==> src/logic/febs_pkg.sv <==
// package: flash sequencer host constants, register map and carrier types
`default_nettype none
package febs_pkg;
  // command codes
  localparam logic [7:0] cmd_unlock1      = 8'haa;
  localparam logic [7:0] cmd_unlock2      = 8'h55;
  localparam logic [7:0] cmd_bypass_entry = 8'h20;
  localparam logic [7:0] cmd_program      = 8'ha0;
  localparam logic [7:0] cmd_bypass_exit1 = 8'h90;
  localparam logic [7:0] cmd_bypass_exit2 = 8'h00;
  localparam logic [7:0] cmd_erase_setup  = 8'h80;
  localparam logic [7:0] cmd_chip_erase   = 8'h10;
  localparam logic [7:0] cmd_sector_erase = 8'h30;
  localparam logic [7:0] cmd_suspend      = 8'hb0;
  localparam logic [7:0] cmd_resume       = 8'h30;
  localparam logic [7:0] cmd_autoselect   = 8'h90;
  localparam logic [7:0] cmd_reset        = 8'hf0;
  // unlock addresses (word mode)
  localparam logic [19:0] addr_unlock1    = 20'h00555;
  localparam logic [19:0] addr_unlock2    = 20'h002aa;
  // sector identity
  localparam int          sector_lsb      = 12;
  localparam int          sector_bits     = 8;
  // status bit positions on the data lines
  localparam int          poll_bit_pos            = 7;
  localparam int          toggle_bit_pos          = 6;
  localparam int          erase_window_bit_pos    = 3;
  localparam int          suspend_toggle_bit_pos  = 2;
  // flash bus timing, in ns and derived cycles at 50 MHz
  localparam int          clk_period_ns   = 20;
  localparam int          t_setup_ns      = 40;
  localparam int          t_pulse_ns      = 60;
  localparam int          t_hold_ns       = 40;
  localparam int          t_read_ns       = 100;
  localparam int          window_ns       = 50000;
  localparam logic [7:0]  setup_cyc = 8'((t_setup_ns + clk_period_ns - 1) / clk_period_ns);
  localparam logic [7:0]  pulse_cyc = 8'((t_pulse_ns + clk_period_ns - 1) / clk_period_ns);
  localparam logic [7:0]  hold_cyc  = 8'((t_hold_ns + clk_period_ns - 1) / clk_period_ns);
  localparam logic [7:0]  read_cyc  = 8'((t_read_ns + clk_period_ns - 1) / clk_period_ns);
  // length of the window for queued sector writes, in cycles
  localparam logic [15:0] window_cyc = 16'(window_ns / clk_period_ns);
  // apb register offsets
  localparam logic [11:0] reg_ctrl   = 12'h000;
  localparam logic [11:0] reg_addr   = 12'h004;
  localparam logic [11:0] reg_data   = 12'h008;
  localparam logic [11:0] reg_status = 12'h00c;
  localparam logic [11:0] reg_rdata  = 12'h010;
  // ctrl fields: op in [3:0], written value launches it
  localparam int          ctrl_op_lsb = 0;
  localparam logic [31:0] ctrl_reset  = 32'h0000_0000;
  // status bits
  localparam int          st_busy_pos   = 0;
  localparam int          st_bypass_pos = 1;
  localparam int          st_rb_pos     = 2;
  localparam int          st_err_pos    = 3;

  typedef enum logic [3:0] {
    febs_op_none,
    febs_op_bypass_enter,
    febs_op_bypass_prog,
    febs_op_bypass_exit,
    febs_op_chip_erase,
    febs_op_sector_erase,
    febs_op_sector_add,
    febs_op_suspend,
    febs_op_resume,
    febs_op_read,
    febs_op_reset,
    febs_op_autoselect
  } febs_op_t;

  // one flash bus cycle as handed to the pin engine
  typedef struct packed {
    logic        write;
    logic [19:0] addr;
    logic [7:0]  data;
  } febs_cyc_t;

  // flash pins driven by the host
  typedef struct packed {
    logic        ce_n;
    logic        oe_n;
    logic        we_n;
    logic        reset_n;
    logic [19:0] addr;
  } febs_pins_t;
endpackage : febs_pkg
`default_nettype wire

==> src/logic/febs_bus_cycle.sv <==
// flash pin engine: one timed write or read cycle on the asynchronous bus
`default_nettype none
module febs_bus_cycle (
  input  wire logic                 pclk,
  input  wire logic                 presetn,
  input  wire logic                 start,
  input  wire febs_pkg::febs_cyc_t  cyc,
  output logic                      done,
  output logic [7:0]                rdata,
  output febs_pkg::febs_pins_t      pins,
  output logic [7:0]                dq_out,
  output logic                      dq_oe_n,
  input  wire logic [7:0]           dq_in_sync
);
  typedef enum {s_idle, s_setup, s_pulse, s_hold} febs_bc_state_t;
  febs_bc_state_t state;
  logic [7:0]     cnt;
  logic           is_write;

  wire cnt_zero = (cnt == 8'h00);

  always_ff @(posedge pclk or negedge presetn)
    if (!presetn)
    begin
      state    <= s_idle;
      cnt      <= 8'h00;
      is_write <= 1'b0;
      done     <= 1'b0;
      rdata    <= 8'h00;
      pins     <= '{ce_n: 1'b1, oe_n: 1'b1, we_n: 1'b1, reset_n: 1'b0, addr: 20'h00000};
      dq_out   <= 8'h00;
      dq_oe_n  <= 1'b1;
    end
    else
    begin
      done         <= 1'b0;
      pins.reset_n <= 1'b1;
      unique case (state)
        s_idle:
          if (start)
          begin
            // address settles with ce low before the strobe falls
            is_write  <= cyc.write;
            pins.addr <= cyc.addr;
            pins.ce_n <= 1'b0;
            dq_out    <= cyc.data;
            dq_oe_n   <= !cyc.write;
            cnt       <= febs_pkg::setup_cyc;
            state     <= s_setup;
          end
        s_setup:
          if (cnt_zero)
          begin
            pins.we_n <= !is_write;
            pins.oe_n <= is_write;
            cnt       <= is_write ? febs_pkg::pulse_cyc : febs_pkg::read_cyc;
            state     <= s_pulse;
          end
          else
            cnt <= cnt - 8'h01;
        s_pulse:
          if (cnt_zero)
          begin
            // data is held past the rising strobe, where the device latches it
            rdata     <= dq_in_sync;
            pins.we_n <= 1'b1;
            pins.oe_n <= 1'b1;
            cnt       <= febs_pkg::hold_cyc;
            state     <= s_hold;
          end
          else
            cnt <= cnt - 8'h01;
        s_hold:
          if (cnt_zero)
          begin
            pins.ce_n <= 1'b1;
            dq_oe_n   <= 1'b1;
            done      <= 1'b1;
            state     <= s_idle;
          end
          else
            cnt <= cnt - 8'h01;
      endcase
    end
endmodule : febs_bus_cycle
`default_nettype wire

==> src/logic/febs_host.sv <==
// flash erase/bypass host controller: apb registers, command sequences, status polling
// Operation
// - bypass entry: two unlock writes then code 20h
// - bypass program: code a0h then address and data, repeatable
// - bypass exit: 90h then 00h at any address
// - chip erase: six writes ending with full-erase code
// - hardware reset aborts erase; host must reissue sequence
// - sector erase: six writes, last carries sector address and 30h
// - extra sector writes spaced under the window length
// - other commands in the window cancel; host rewrites all
// - resume at any address; repeats ignored; suspend again allowed
`default_nettype none
module febs_host (
  input  wire logic                 pclk,
  input  wire logic                 presetn,
  input  wire logic                 psel,
  input  wire logic                 penable,
  input  wire logic                 pwrite,
  input  wire logic [11:0]          paddr,
  input  wire logic [31:0]          pwdata,
  output logic                      pready,
  output logic [31:0]               prdata,
  output logic                      pslverr,
  output febs_pkg::febs_pins_t      flash_pins,
  output logic [7:0]                data_lines_out,
  output logic                      data_lines_oe_n,
  input  wire logic [7:0]           data_lines_in,
  input  wire logic                 ready_busy_n
);
  typedef enum {h_idle, h_issue, h_wait, h_poll, h_poll_wait, h_hwreset} febs_h_state_t;

  febs_h_state_t        state;
  febs_pkg::febs_op_t   op;
  logic [19:0]          op_addr;
  logic [7:0]           op_data;
  logic [2:0]           step;
  logic                 bypass;
  logic                 suspended;
  logic                 chip_busy;
  logic                 err;
  logic [7:0]           last_read;
  logic [7:0]           prev_poll;
  logic [7:0]           rst_cnt;
  logic                 busy;
  logic [7:0]           dq_s1, dq_s2;
  logic                 rb_s1, rb_s2;
  logic                 bc_start;
  febs_pkg::febs_cyc_t  bc_cyc;
  logic                 bc_done;
  logic [7:0]           bc_rdata;

  // pin inputs pass two flops
  always_ff @(posedge pclk or negedge presetn)
    if (!presetn)
    begin
      dq_s1 <= 8'h00;
      dq_s2 <= 8'h00;
      rb_s1 <= 1'b1;
      rb_s2 <= 1'b1;
    end
    else
    begin
      dq_s1 <= data_lines_in;
      dq_s2 <= dq_s1;
      rb_s1 <= ready_busy_n;
      rb_s2 <= rb_s1;
    end

  function automatic logic [2:0] seq_len(input febs_pkg::febs_op_t o);
    unique case (o)
      febs_pkg::febs_op_bypass_enter: seq_len = 3'd3;
      febs_pkg::febs_op_bypass_prog:  seq_len = 3'd2;
      febs_pkg::febs_op_bypass_exit:  seq_len = 3'd2;
      febs_pkg::febs_op_chip_erase:   seq_len = 3'd6;
      febs_pkg::febs_op_sector_erase: seq_len = 3'd6;
      febs_pkg::febs_op_autoselect:   seq_len = 3'd3;
      default:                        seq_len = 3'd1;
    endcase
  endfunction : seq_len

  // one bus cycle of a sequence, picked by op and step
  function automatic febs_pkg::febs_cyc_t seq_cyc(input febs_pkg::febs_op_t o,
    input logic [2:0] s, input logic [19:0] a, input logic [7:0] d);
    febs_pkg::febs_cyc_t c;
    logic [19:0] sect;
    c    = '{write: 1'b1, addr: 20'h00000, data: 8'h00};
    sect = {a[febs_pkg::sector_lsb +: febs_pkg::sector_bits], 12'h000};
    unique case (o)
      febs_pkg::febs_op_bypass_enter, febs_pkg::febs_op_autoselect:
        unique case (s)
          3'd0: c = '{1'b1, febs_pkg::addr_unlock1, febs_pkg::cmd_unlock1};
          3'd1: c = '{1'b1, febs_pkg::addr_unlock2, febs_pkg::cmd_unlock2};
          default: c = '{1'b1, febs_pkg::addr_unlock1,
            (o == febs_pkg::febs_op_autoselect) ? febs_pkg::cmd_autoselect
                                                : febs_pkg::cmd_bypass_entry};
        endcase
      febs_pkg::febs_op_bypass_prog:
        if (s == 3'd0)
          c = '{1'b1, 20'h00000, febs_pkg::cmd_program};
        else
          c = '{1'b1, a, d};
      febs_pkg::febs_op_bypass_exit:
        c = '{1'b1, 20'h00000,
              (s == 3'd0) ? febs_pkg::cmd_bypass_exit1 : febs_pkg::cmd_bypass_exit2};
      febs_pkg::febs_op_chip_erase, febs_pkg::febs_op_sector_erase:
        unique case (s)
          3'd0, 3'd3: c = '{1'b1, febs_pkg::addr_unlock1, febs_pkg::cmd_unlock1};
          3'd1, 3'd4: c = '{1'b1, febs_pkg::addr_unlock2, febs_pkg::cmd_unlock2};
          3'd2:       c = '{1'b1, febs_pkg::addr_unlock1, febs_pkg::cmd_erase_setup};
          default:
            if (o == febs_pkg::febs_op_chip_erase)
              c = '{1'b1, febs_pkg::addr_unlock1, febs_pkg::cmd_chip_erase};
            else
              c = '{1'b1, sect, febs_pkg::cmd_sector_erase};
        endcase
      febs_pkg::febs_op_sector_add: c = '{1'b1, sect, febs_pkg::cmd_sector_erase};
      febs_pkg::febs_op_suspend:    c = '{1'b1, 20'h00000, febs_pkg::cmd_suspend};
      febs_pkg::febs_op_resume:     c = '{1'b1, 20'h00000, febs_pkg::cmd_resume};
      febs_pkg::febs_op_reset:      c = '{1'b1, 20'h00000, febs_pkg::cmd_reset};
      febs_pkg::febs_op_read:       c = '{1'b0, a, 8'h00};
      default:                      c = '{1'b0, a, 8'h00};
    endcase
    seq_cyc = c;
  endfunction : seq_cyc

  // apb decode
  wire        apb_access = psel && penable;
  wire        apb_wr     = apb_access && pwrite;
  wire        known      = (paddr == febs_pkg::reg_ctrl) || (paddr == febs_pkg::reg_addr) ||
                           (paddr == febs_pkg::reg_data) || (paddr == febs_pkg::reg_status) ||
                           (paddr == febs_pkg::reg_rdata);
  wire febs_pkg::febs_op_t new_op =
    febs_pkg::febs_op_t'(pwdata[febs_pkg::ctrl_op_lsb +: 4]);
  wire        launch     = apb_wr && (paddr == febs_pkg::reg_ctrl) && !busy;
  // only the legal command for the device's current mode is sent
  wire        op_legal   =
    bypass    ? (new_op == febs_pkg::febs_op_bypass_prog ||
                 new_op == febs_pkg::febs_op_bypass_exit) :
    chip_busy ? 1'b0 :
    suspended ? (new_op != febs_pkg::febs_op_suspend &&
                 new_op != febs_pkg::febs_op_chip_erase &&
                 new_op != febs_pkg::febs_op_sector_erase) :
                (new_op != febs_pkg::febs_op_none && new_op != febs_pkg::febs_op_resume);
  // codes past the last defined op are refused, never sent as a bare read
  wire        op_ok      = op_legal && (new_op <= febs_pkg::febs_op_autoselect);
  wire [31:0] status_word = {28'h0000000, err, rb_s2, bypass, busy};
  wire [31:0] rd_mux =
    (paddr == febs_pkg::reg_addr)   ? {12'h000, op_addr} :
    (paddr == febs_pkg::reg_data)   ? {24'h000000, op_data} :
    (paddr == febs_pkg::reg_status) ? {status_word[31:5], suspended, status_word[3:0]} :
    (paddr == febs_pkg::reg_rdata)  ? {24'h000000, last_read} :
    (paddr == febs_pkg::reg_ctrl)   ? {28'h0000000, 4'(op)} : 32'h00000000;
  // toggle bit stops toggling when the embedded routine is done
  wire        toggling   = (prev_poll[febs_pkg::toggle_bit_pos] !=
                            bc_rdata[febs_pkg::toggle_bit_pos]);
  wire        done_pol   = !toggling && rb_s2;

  assign busy     = (state != h_idle);
  assign bc_start = (state == h_issue);
  assign bc_cyc   = (state == h_poll) ? febs_pkg::febs_cyc_t'{1'b0, op_addr, 8'h00}
                                      : seq_cyc(op, step, op_addr, op_data);

  always_ff @(posedge pclk or negedge presetn)
    if (!presetn)
    begin
      pready  <= 1'b0;
      prdata  <= 32'h00000000;
      pslverr <= 1'b0;
      op_addr <= 20'h00000;
      op_data <= 8'h00;
    end
    else
    begin
      pready  <= psel && !pready;
      prdata  <= rd_mux;
      // error only rides on the ready pulse, never on the cycle after it
      pslverr <= psel && !pready && !known;
      if (apb_wr && paddr == febs_pkg::reg_addr)
        op_addr <= pwdata[19:0];
      if (apb_wr && paddr == febs_pkg::reg_data)
        op_data <= pwdata[7:0];
    end

  always_ff @(posedge pclk or negedge presetn)
    if (!presetn)
    begin
      state     <= h_idle;
      op        <= febs_pkg::febs_op_none;
      step      <= 3'd0;
      bypass    <= 1'b0;
      suspended <= 1'b0;
      chip_busy <= 1'b0;
      err       <= 1'b0;
      last_read <= 8'h00;
      prev_poll <= 8'h00;
      rst_cnt   <= 8'h00;
    end
    else
      unique case (state)
        h_idle:
          if (launch && pready)
          begin
            err <= !op_ok;
            if (op_ok)
            begin
              op    <= new_op;
              step  <= 3'd0;
              state <= (new_op == febs_pkg::febs_op_reset) ? h_hwreset : h_issue;
              rst_cnt <= febs_pkg::pulse_cyc;
            end
          end
        h_issue:
          state <= h_wait;
        h_wait:
          if (bc_done)
          begin
            if (step != seq_len(op) - 3'd1)
            begin
              step  <= step + 3'd1;
              state <= h_issue;
            end
            else
            begin
              last_read <= bc_rdata;
              prev_poll <= bc_rdata;
              unique case (op)
                febs_pkg::febs_op_bypass_enter: bypass <= 1'b1;
                febs_pkg::febs_op_bypass_exit:  bypass <= 1'b0;
                febs_pkg::febs_op_resume:       suspended <= 1'b0;
                febs_pkg::febs_op_chip_erase:   chip_busy <= 1'b1;
                default: ;
              endcase
              // wait for the embedded routine or the suspend to settle
              state <= (op == febs_pkg::febs_op_bypass_prog ||
                        op == febs_pkg::febs_op_chip_erase ||
                        op == febs_pkg::febs_op_suspend) ? h_poll : h_idle;
            end
          end
        h_poll:
          state <= h_poll_wait;
        h_poll_wait:
          if (bc_done)
          begin
            prev_poll <= bc_rdata;
            last_read <= bc_rdata;
            if (done_pol)
            begin
              chip_busy <= 1'b0;
              if (op == febs_pkg::febs_op_suspend)
                suspended <= 1'b1;
              state <= h_idle;
            end
            else
              state <= h_poll;
          end
        h_hwreset:
        begin
          // reset pulse aborts any erase; all modes clear
          bypass    <= 1'b0;
          suspended <= 1'b0;
          chip_busy <= 1'b0;
          if (rst_cnt == 8'h00)
            state <= h_idle;
          else
            rst_cnt <= rst_cnt - 8'h01;
        end
      endcase

  febs_pkg::febs_pins_t bc_pins;
  febs_bus_cycle u_cycle (
    .pclk       (pclk),
    .presetn    (presetn),
    .start      (bc_start || state == h_poll),
    .cyc        (bc_cyc),
    .done       (bc_done),
    .rdata      (bc_rdata),
    .pins       (bc_pins),
    .dq_out     (data_lines_out),
    .dq_oe_n    (data_lines_oe_n),
    .dq_in_sync (dq_s2)
  );

  always_ff @(posedge pclk or negedge presetn)
    if (!presetn)
      flash_pins <= '{ce_n: 1'b1, oe_n: 1'b1, we_n: 1'b1, reset_n: 1'b0, addr: 20'h00000};
    else
    begin
      flash_pins         <= bc_pins;
      flash_pins.reset_n <= !(state == h_hwreset);
    end
endmodule : febs_host
`default_nettype wire

==> config.mk <==
export PLATFORM = sky130hd
export DESIGN_NAME = febs_host
export DESIGN_NICKNAME = d
export VERILOG_FILES = /design/src/logic/febs_pkg.sv /design/src/logic/febs_bus_cycle.sv /design/src/logic/febs_host.sv
export SDC_FILE = /design/constraint.sdc
export NUM_CORES = 1
export LEC_CHECK = 0
export BUFFER_PORTS_ARGS = -buffer_cell sky130_fd_sc_hd__buf_2
export CAP_MARGIN = 20
export CORE_MARGIN = 4
export CORE_UTILIZATION = 55
export CTS_BUF_LIST = sky130_fd_sc_hd__clkbuf_8
export DETAILED_ROUTE_END_ITERATION = 10
export PLACE_DENSITY = 0.78
export SYNTH_ARGS = -nofsm -noshare
export SYNTH_HDL_FRONTEND = slang
export SYNTH_SLANG_ARGS = --single-unit
==> constraint.sdc <==
create_clock -name pclk -period 3.4 [get_ports pclk]
set_clock_uncertainty 0.05 [all_clocks]
set_input_delay 0.34 -clock pclk [delete_from_list [all_inputs] [get_ports pclk]]
set_output_delay 0.34 -clock pclk [all_outputs]
set_load 0.005 [all_outputs]
==> out/qor.yml, run 1 <==
numCtsBuffers: 17
synth_common_cells: "dfrtp_1 (165), nand2_1 (62), nor2_1 (56)"
crit_family: "simple AND/OR/NAND/NOR gates"
worstPathArrival_ns: 3.15
async_flop_share: 1.00
dp_cells: 947
setup_viol: 0
final_area_um2: 8800
critPathRequiredTime_ns: 3.74
post-route-period-util: 0.827
drive_gt1_frac: 0.262
syn_to_final_growth_pct: 15.2
fin_cells: 989
fmax_ghz: 0.356
grt_pass1_wl_um: 28600
dr_total_vias: 5597
rows: 42
fp.dieW_um: 126
ys_top_cells_by_area: "dfrtp_1 (54%), mux2_2 (6.9%), dfstp_2 (3.1%)"
htreeDepth: 4
ys.warnings.count: 0
start_kind: "flip-flop"
ios: 125
crit_slowest_cell: "a2111oi_4"
crit_path_cell_trace: "or3_1 > or4_1 > a2111oi_4 > buf_4 > nor3_1 > a21oi_1"
max_slew_margin: 0.271
hold_viol_final: 0
worst-path-buf-inv: 1
cts_tree: "yes"
synth_top_area_frac: 0.541
root_buffer: "clkbuf_8"
ant_nets: 0
grt_overflow: 0
drt_iter0_markers: 403
worst-path-max-fanout: 10
ir_drop_v: 0.000455
clkSlewWorstSetupHoldPaths_ns: 0.09
wl_per_cell_um: 17.5
rsz0062_at_grt: "no"
die_h_um: 126
synth.most_common_cell: "dfrtp_1"
cts_setup_buffers: 0
n_fill_cell: 1042
finalNetCount: 870
core_um2: 13400
seq_area_frac_synth: 0.571
synth_area_um2: 7640
synth-main-ff-cell: "dfrtp_1"
postSynthCellCount: 690
diodes: 0
yosys_register_bits: 174
maxCapViolCount: 0
first_pass_iters: 4
max_stage_delay_ns: 0.66
grt_pass1_vias: 5579
drt_wl_total_um: 17300
worst_slack_ns: 0.589
synth-edff-count: 0
io_buffers: 100
dp_slack_ns: 0.504
grt_max_degree: 73
finalSetupTns_ns: 0
finalMaxSlewViolations: 0
place_area_um2: 8300
place_congestion: 0.888
clock-sinks: 174
initial_core_util: 0.570
min_period_ns: 2.81
min_path_type: "in2reg"
worst-slew-pin-transition_ns: 1.07
yosysUniqueCellTypes: 72
clock_path_buffers: 2
dp_hpwl_um: 12400
clk_latency_ns: 0.47
leakage_nw: 4.20
avgSynthCellArea_um2: 11.1
dieArea_um2: 15800
synth_top_cell_by_area: "dfrtp_1"
power.density_nw_per_um2: 634
critPathCaptureType: "flip-flop"
run_status: "finished, final reports clean"
drt-vias-per-instance: 5.66
worst-setup-path-type: "reg2reg"
antenna_found_initial: 0
drc: 0
grtUsageTotal: 0.226
-- placed cells by master (no fill, tap or decap), drive strengths merged, types with 12 or more instances in the layout --
cell type and n:
dfrtp 165, mux2 47, inv 36, nor2 56, nand3 12, conb 12, ha 12, o21ai 28
nand2 62, clkbuf 23, a21oi 47, buf 114, and2 18
-- area by class of cell --
type                            instances  area, um2  area share
Sequential cell                       174       4370       0.496
Clock buffer                           23        317      0.0360
Clock inverter                          9       83.8     0.00953
Multi-Input combinational cell        450       2970       0.337
Timing Repair Buffer                  124        724      0.0823
Inverter                               33        124      0.0141
Tap cell                              176        220      0.0250
-- flip-flops by register name (all words and copies together) (netlist names), 2 cells and up --
signal / cells
u_cycle.rdata: 8
step: 3
prdata: 20
state: 3
u_cycle.state: 2
op: 4
dq_s1: 8
op_data: 8
dq_s2: 8
prev_poll: 8
u_cycle.dq_out: 8
rst_cnt: 8
u_cycle.cnt: 8
op_addr: 20
u_cycle.pins: 23
flash_pins: 24
-- layer usage --
layer  GRT usage  vias up  wire (um)
met5           0        -          0
met2       0.374      187       8520
li1            -     2605          -
met1       0.298     2781       7500
met4      0.0631        0        239
met3      0.0597       24       1040
-- stage by stage --
step / power (mW) / hold slack (ns) / utilization
after floorplan: 3.70 / -0.00559 / -
after global placement: 4.06 / 0.283 / 0.619
after detailed placement: 4.17 / 0.285 / 0.619
after CTS: 5.60 / 0.0373 / 0.657
after global routing: 5.92 / 0.0273 / 0.657
final: 5.58 / 0.0548 / 0.657
-- worst register-to-register path: cells and delay by family, from the launching register on --
kind	cells	cell delay, ns
AND/OR/NAND/NOR	3	1.10
AO/OA/AOI/OAI	2	0.81
flip-flops	1	0.48
buffers and inverters	1	0.29
-- cells by family after synthesis --
logic type,after synthesis,share of synthesized area
compound gates,140,0.123
xor+xnor,14,0.0161
fa+ha+maj,12,0.0197
buf+inv,77,0.0457
flops,174,0.571
mux,56,0.0811
other cells,1,0.000491
simple gates,216,0.143
-- power by group --
| group | switching, mW | internal (mW) | leakage [nW] | total [mW] |
|---|---|---|---|---|
| clock | 0.730 | 0.695 | 0.207 | 1.42 |
| sequential | 0.269 | 2.42 | 2.22 | 2.69 |
| combinational | 0.851 | 0.608 | 1.77 | 1.46 |
| total | 1.85 | 3.73 | 4.20 | 5.58 |
-- what timing repair did --
item	4_1_cts	5_1_grt
hold endpoints to repair	78	0
hold buffers	10	0
resized for setup	0	0
-- final timing paths --
| kind | from | endpoint | slack [ns] | depth (start not counted) |
|---|---|---|---|---|
| max | state[2]$_DFFE_PN0P_ | rst_cnt[0]$_DFFE_PN0P_ | 0.59 | 6 |
| min | pwdata[17] | op_addr[17]$_DFFE_PN0P_ | 0.05 | 2 |
| max reg2reg | state[2]$_DFFE_PN0P_ | rst_cnt[0]$_DFFE_PN0P_ | 0.59 | 6 |
| min reg2reg | dq_s1[6]$_DFF_PN0_ | dq_s2[6]$_DFF_PN0_ | 0.30 | 0 |
| max in group asynchronous | presetn | rb_s1$_DFF_PN1_ | 2.08 | 3 |
| min in group asynchronous | presetn | flash_pins[5]$_DFF_PN0_ | 0.38 | 2 |
No activity file was read; power rests on OpenSTA's default activity.
==> inputs of run 2 (changes only) <==
- clock period: 3.4 -> 2.8 ns (I/O delays scaled with it)
==> out/qor.yml, run 2 (synthesized netlist as in run 1, its figures left out) <==
fp.dieW_um: 126  # unchanged
clk_latency_ns: 0.46  # about the same
initial_core_util: 0.570  # unchanged
grt_max_degree: 79  # +8.2%
place_congestion: 0.871  # -2.0%
p_clk_frac: 0.265  # +0.010
clkSlewWorstSetupHoldPaths_ns: 0.09  # about the same
finalNetCount: 890  # +2.3%
start_kind: "flip-flop"
pwr-share-comb: 0.270  # +0.008
wl_per_cell_um: 17.1  # -2.2%
area.sequential_um2: 4370  # unchanged
numCtsBuffers: 17  # unchanged
syn_to_final_growth_pct: 18.2
worst-path-buf-inv: 0  # -1
rows: 42  # unchanged
grt_pass1_vias: 5608  # +0.52%
cts_tree: "yes"
grt_overflow: 0  # unchanged
root_buffer: "clkbuf_8"
ant_nets: 0  # unchanged
diodes: 0  # unchanged
ir_drop_v: 0.000498  # +9.6%
maxCapViolCount: 0  # unchanged
finalMaxSlewViolations: 0  # unchanged
worst_slack_ns: 0.252  # -0.336 ns
setup_viol: 0  # unchanged
p_int_mw: 4.65  # +25%
n_fill_cell: 1010  # -3.1%
switching_share: 0.327  # -0.00504
critPathRequiredTime_ns: 3.09  # -0.65 ns
worstPathArrival_ns: 2.84  # -0.31 ns
cp-startpoint: "op[2]$_DFFE_PN0P_"
fmax_ghz: 0.393  # +10%
rsz0062_at_grt: "no"
post-route-period-util: 0.910  # +0.0830
crit_slowest_cell: "dfrtp_1"
drive_gt1_frac: 0.269  # +0.00691
die_h_um: 126  # unchanged
regMostFlops: "flash_pins"
worst-path-max-fanout: 10  # unchanged
drt_iter0_markers: 400  # -0.74%
grtUsageTotal: 0.223  # -0.00246
final_common_cell: "dfrtp_1"
max_stage_delay_ns: 0.50  # -0.16 ns
htreeDepth: 4  # unchanged
max_slew_margin: 0.281  # +0.0103
dieArea_um2: 15800  # unchanged
clock-sinks: 174  # unchanged
crit_family: "compound AO/OA/AOI/OAI gates"
worst-slew-pin-transition_ns: 1.05  # -0.0151 ns
drc: 0  # unchanged
seqPwrFrac: 0.465  # -0.018
worstHoldStart: "pwdata[4]"
core_um2: 13400  # unchanged
leakage_nw: 4.30  # +2.3%
drt-vias-per-instance: 5.56  # -1.7%
dp_hpwl_um: 12400  # -0.33%
largestRegisters: "flash_pins (24), u_cycle.pins (23)"
io_buffers: 100  # unchanged
clock_path_buffers: 2  # unchanged
worst-setup-path-type: "reg2reg"
dr_total_vias: 5614  # +0.30%
run_status: "finished, final reports clean"
multi_input_area_um2: 2970  # unchanged
largest_reg_flops: 24  # unchanged
ios: 125  # unchanged
regToRegStartpoint: "op[2]$_DFFE_PN0P_"
first_pass_iters: 6  # +2
min_path_type: "in2reg"
drt_wl_total_um: 17300  # -0.23%
final_cell_mix: "dfrtp_1 (165), buf_2 (99), nand2_1 (62)"
critPathCaptureType: "flip-flop"
finalSetupTns_ns: 0  # unchanged
hold_viol_final: 0  # unchanged
min_period_ns: 2.55  # -0.264 ns
antenna_found_initial: 0  # unchanged
crit_path_cell_trace: "or3b_2 > a211oi_1 > o32ai_2 > a21oi_2 > mux2_2"
power.density_nw_per_um2: 766  # +21%
dp_slack_ns: 0.254  # -0.249 ns
grt_pass1_wl_um: 28300  # -1.0%
switchingPower_mw: 2.26  # +22%
-- run 2: cell types whose count changed in the layout (fill, tap and decap cells not counted), sizes merged --
cell,delta
dlygate4sd3,+11
bufinv,+2
clkinv,+3
clkbuf,-4
inv,-2
buf,+9
clkinvlp,+1
-- run 2: repair_timing --
| item | CTS | global route |
|---|---|---|
| gates resized for setup | 0 | 0 |
| hold endpoints to repair | 87 | 0 |
| hold buffers | 21 | 0 |
| buffers inserted | 0 | 0 |
-- run 2: layer usage --
layer / wire length (um) / global-route usage / share of wire
met3: 1150 / 0.0555 / 0.067
met5: 0 / 0 / 0
met4: 304 / 0.0675 / 0.018
met2: 8320 / 0.363 / 0.48
met1: 7490 / 0.300 / 0.43
-- run 2: area by class of cell --
type	count	area share
inverters	33	0.0137
clock inverters	13	0.0180
flip-flops and latches	174	0.484
well taps	176	0.0244
repair buffers	144	0.103
clock buffers	19	0.0290
multi-input cells	450	0.329
-- run 2: worst register-to-register path: cells and delay by family (launching register included) --
family / cells / cell delay, ns
AO/OA/AOI/OAI: 3 / 0.98
multiplexers: 1 / 0.39
AND/OR/NAND/NOR: 1 / 0.51
flip-flops: 1 / 0.50
-- run 2: power groups by stage --
stage / clock [mW] / combinational [mW] / sequential [mW]
global route: 1.97 / 2.08 / 3.27
global placement: 0 / 1.75 / 3.22
floorplan: 0 / 1.31 / 3.19
detailed placement: 0 / 1.82 / 3.26
finish: 1.83 / 1.87 / 3.21
CTS: 1.86 / 1.86 / 3.21
-- run 2: final timing paths --
path                                                       to  slack (ns)  cells after the start
worst max-delay path                 prev_poll[5]$_DFFE_PN0P_        0.25                      5
worst min register to register             dq_s2[5]$_DFF_PN0_        0.30                      0
worst max register to register       prev_poll[5]$_DFFE_PN0P_        0.25                      5
max in group asynchronous       u_cycle.dq_out[4]$_DFFE_PN0P_        1.58                      3
min in group asynchronous                 prdata[9]$_DFF_PN0_        0.37                      2
worst min-delay path                   op_addr[4]$_DFFE_PN0P_        0.03                      2
-- run 2: stage by stage --
stage	instance area, um2	util	hold slack (ns)	std cells	power, mW
after floorplan	7680	-	-0.0656	701	4.49
after global placement	8390	0.626	0.282	956	4.98
after detailed placement	8390	0.626	0.285	956	5.08
after CTS	9030	0.674	0.00599	1009	6.93
after global routing	9030	0.674	0.00924	1009	7.32
final	9030	0.674	0.0325	1009	6.91
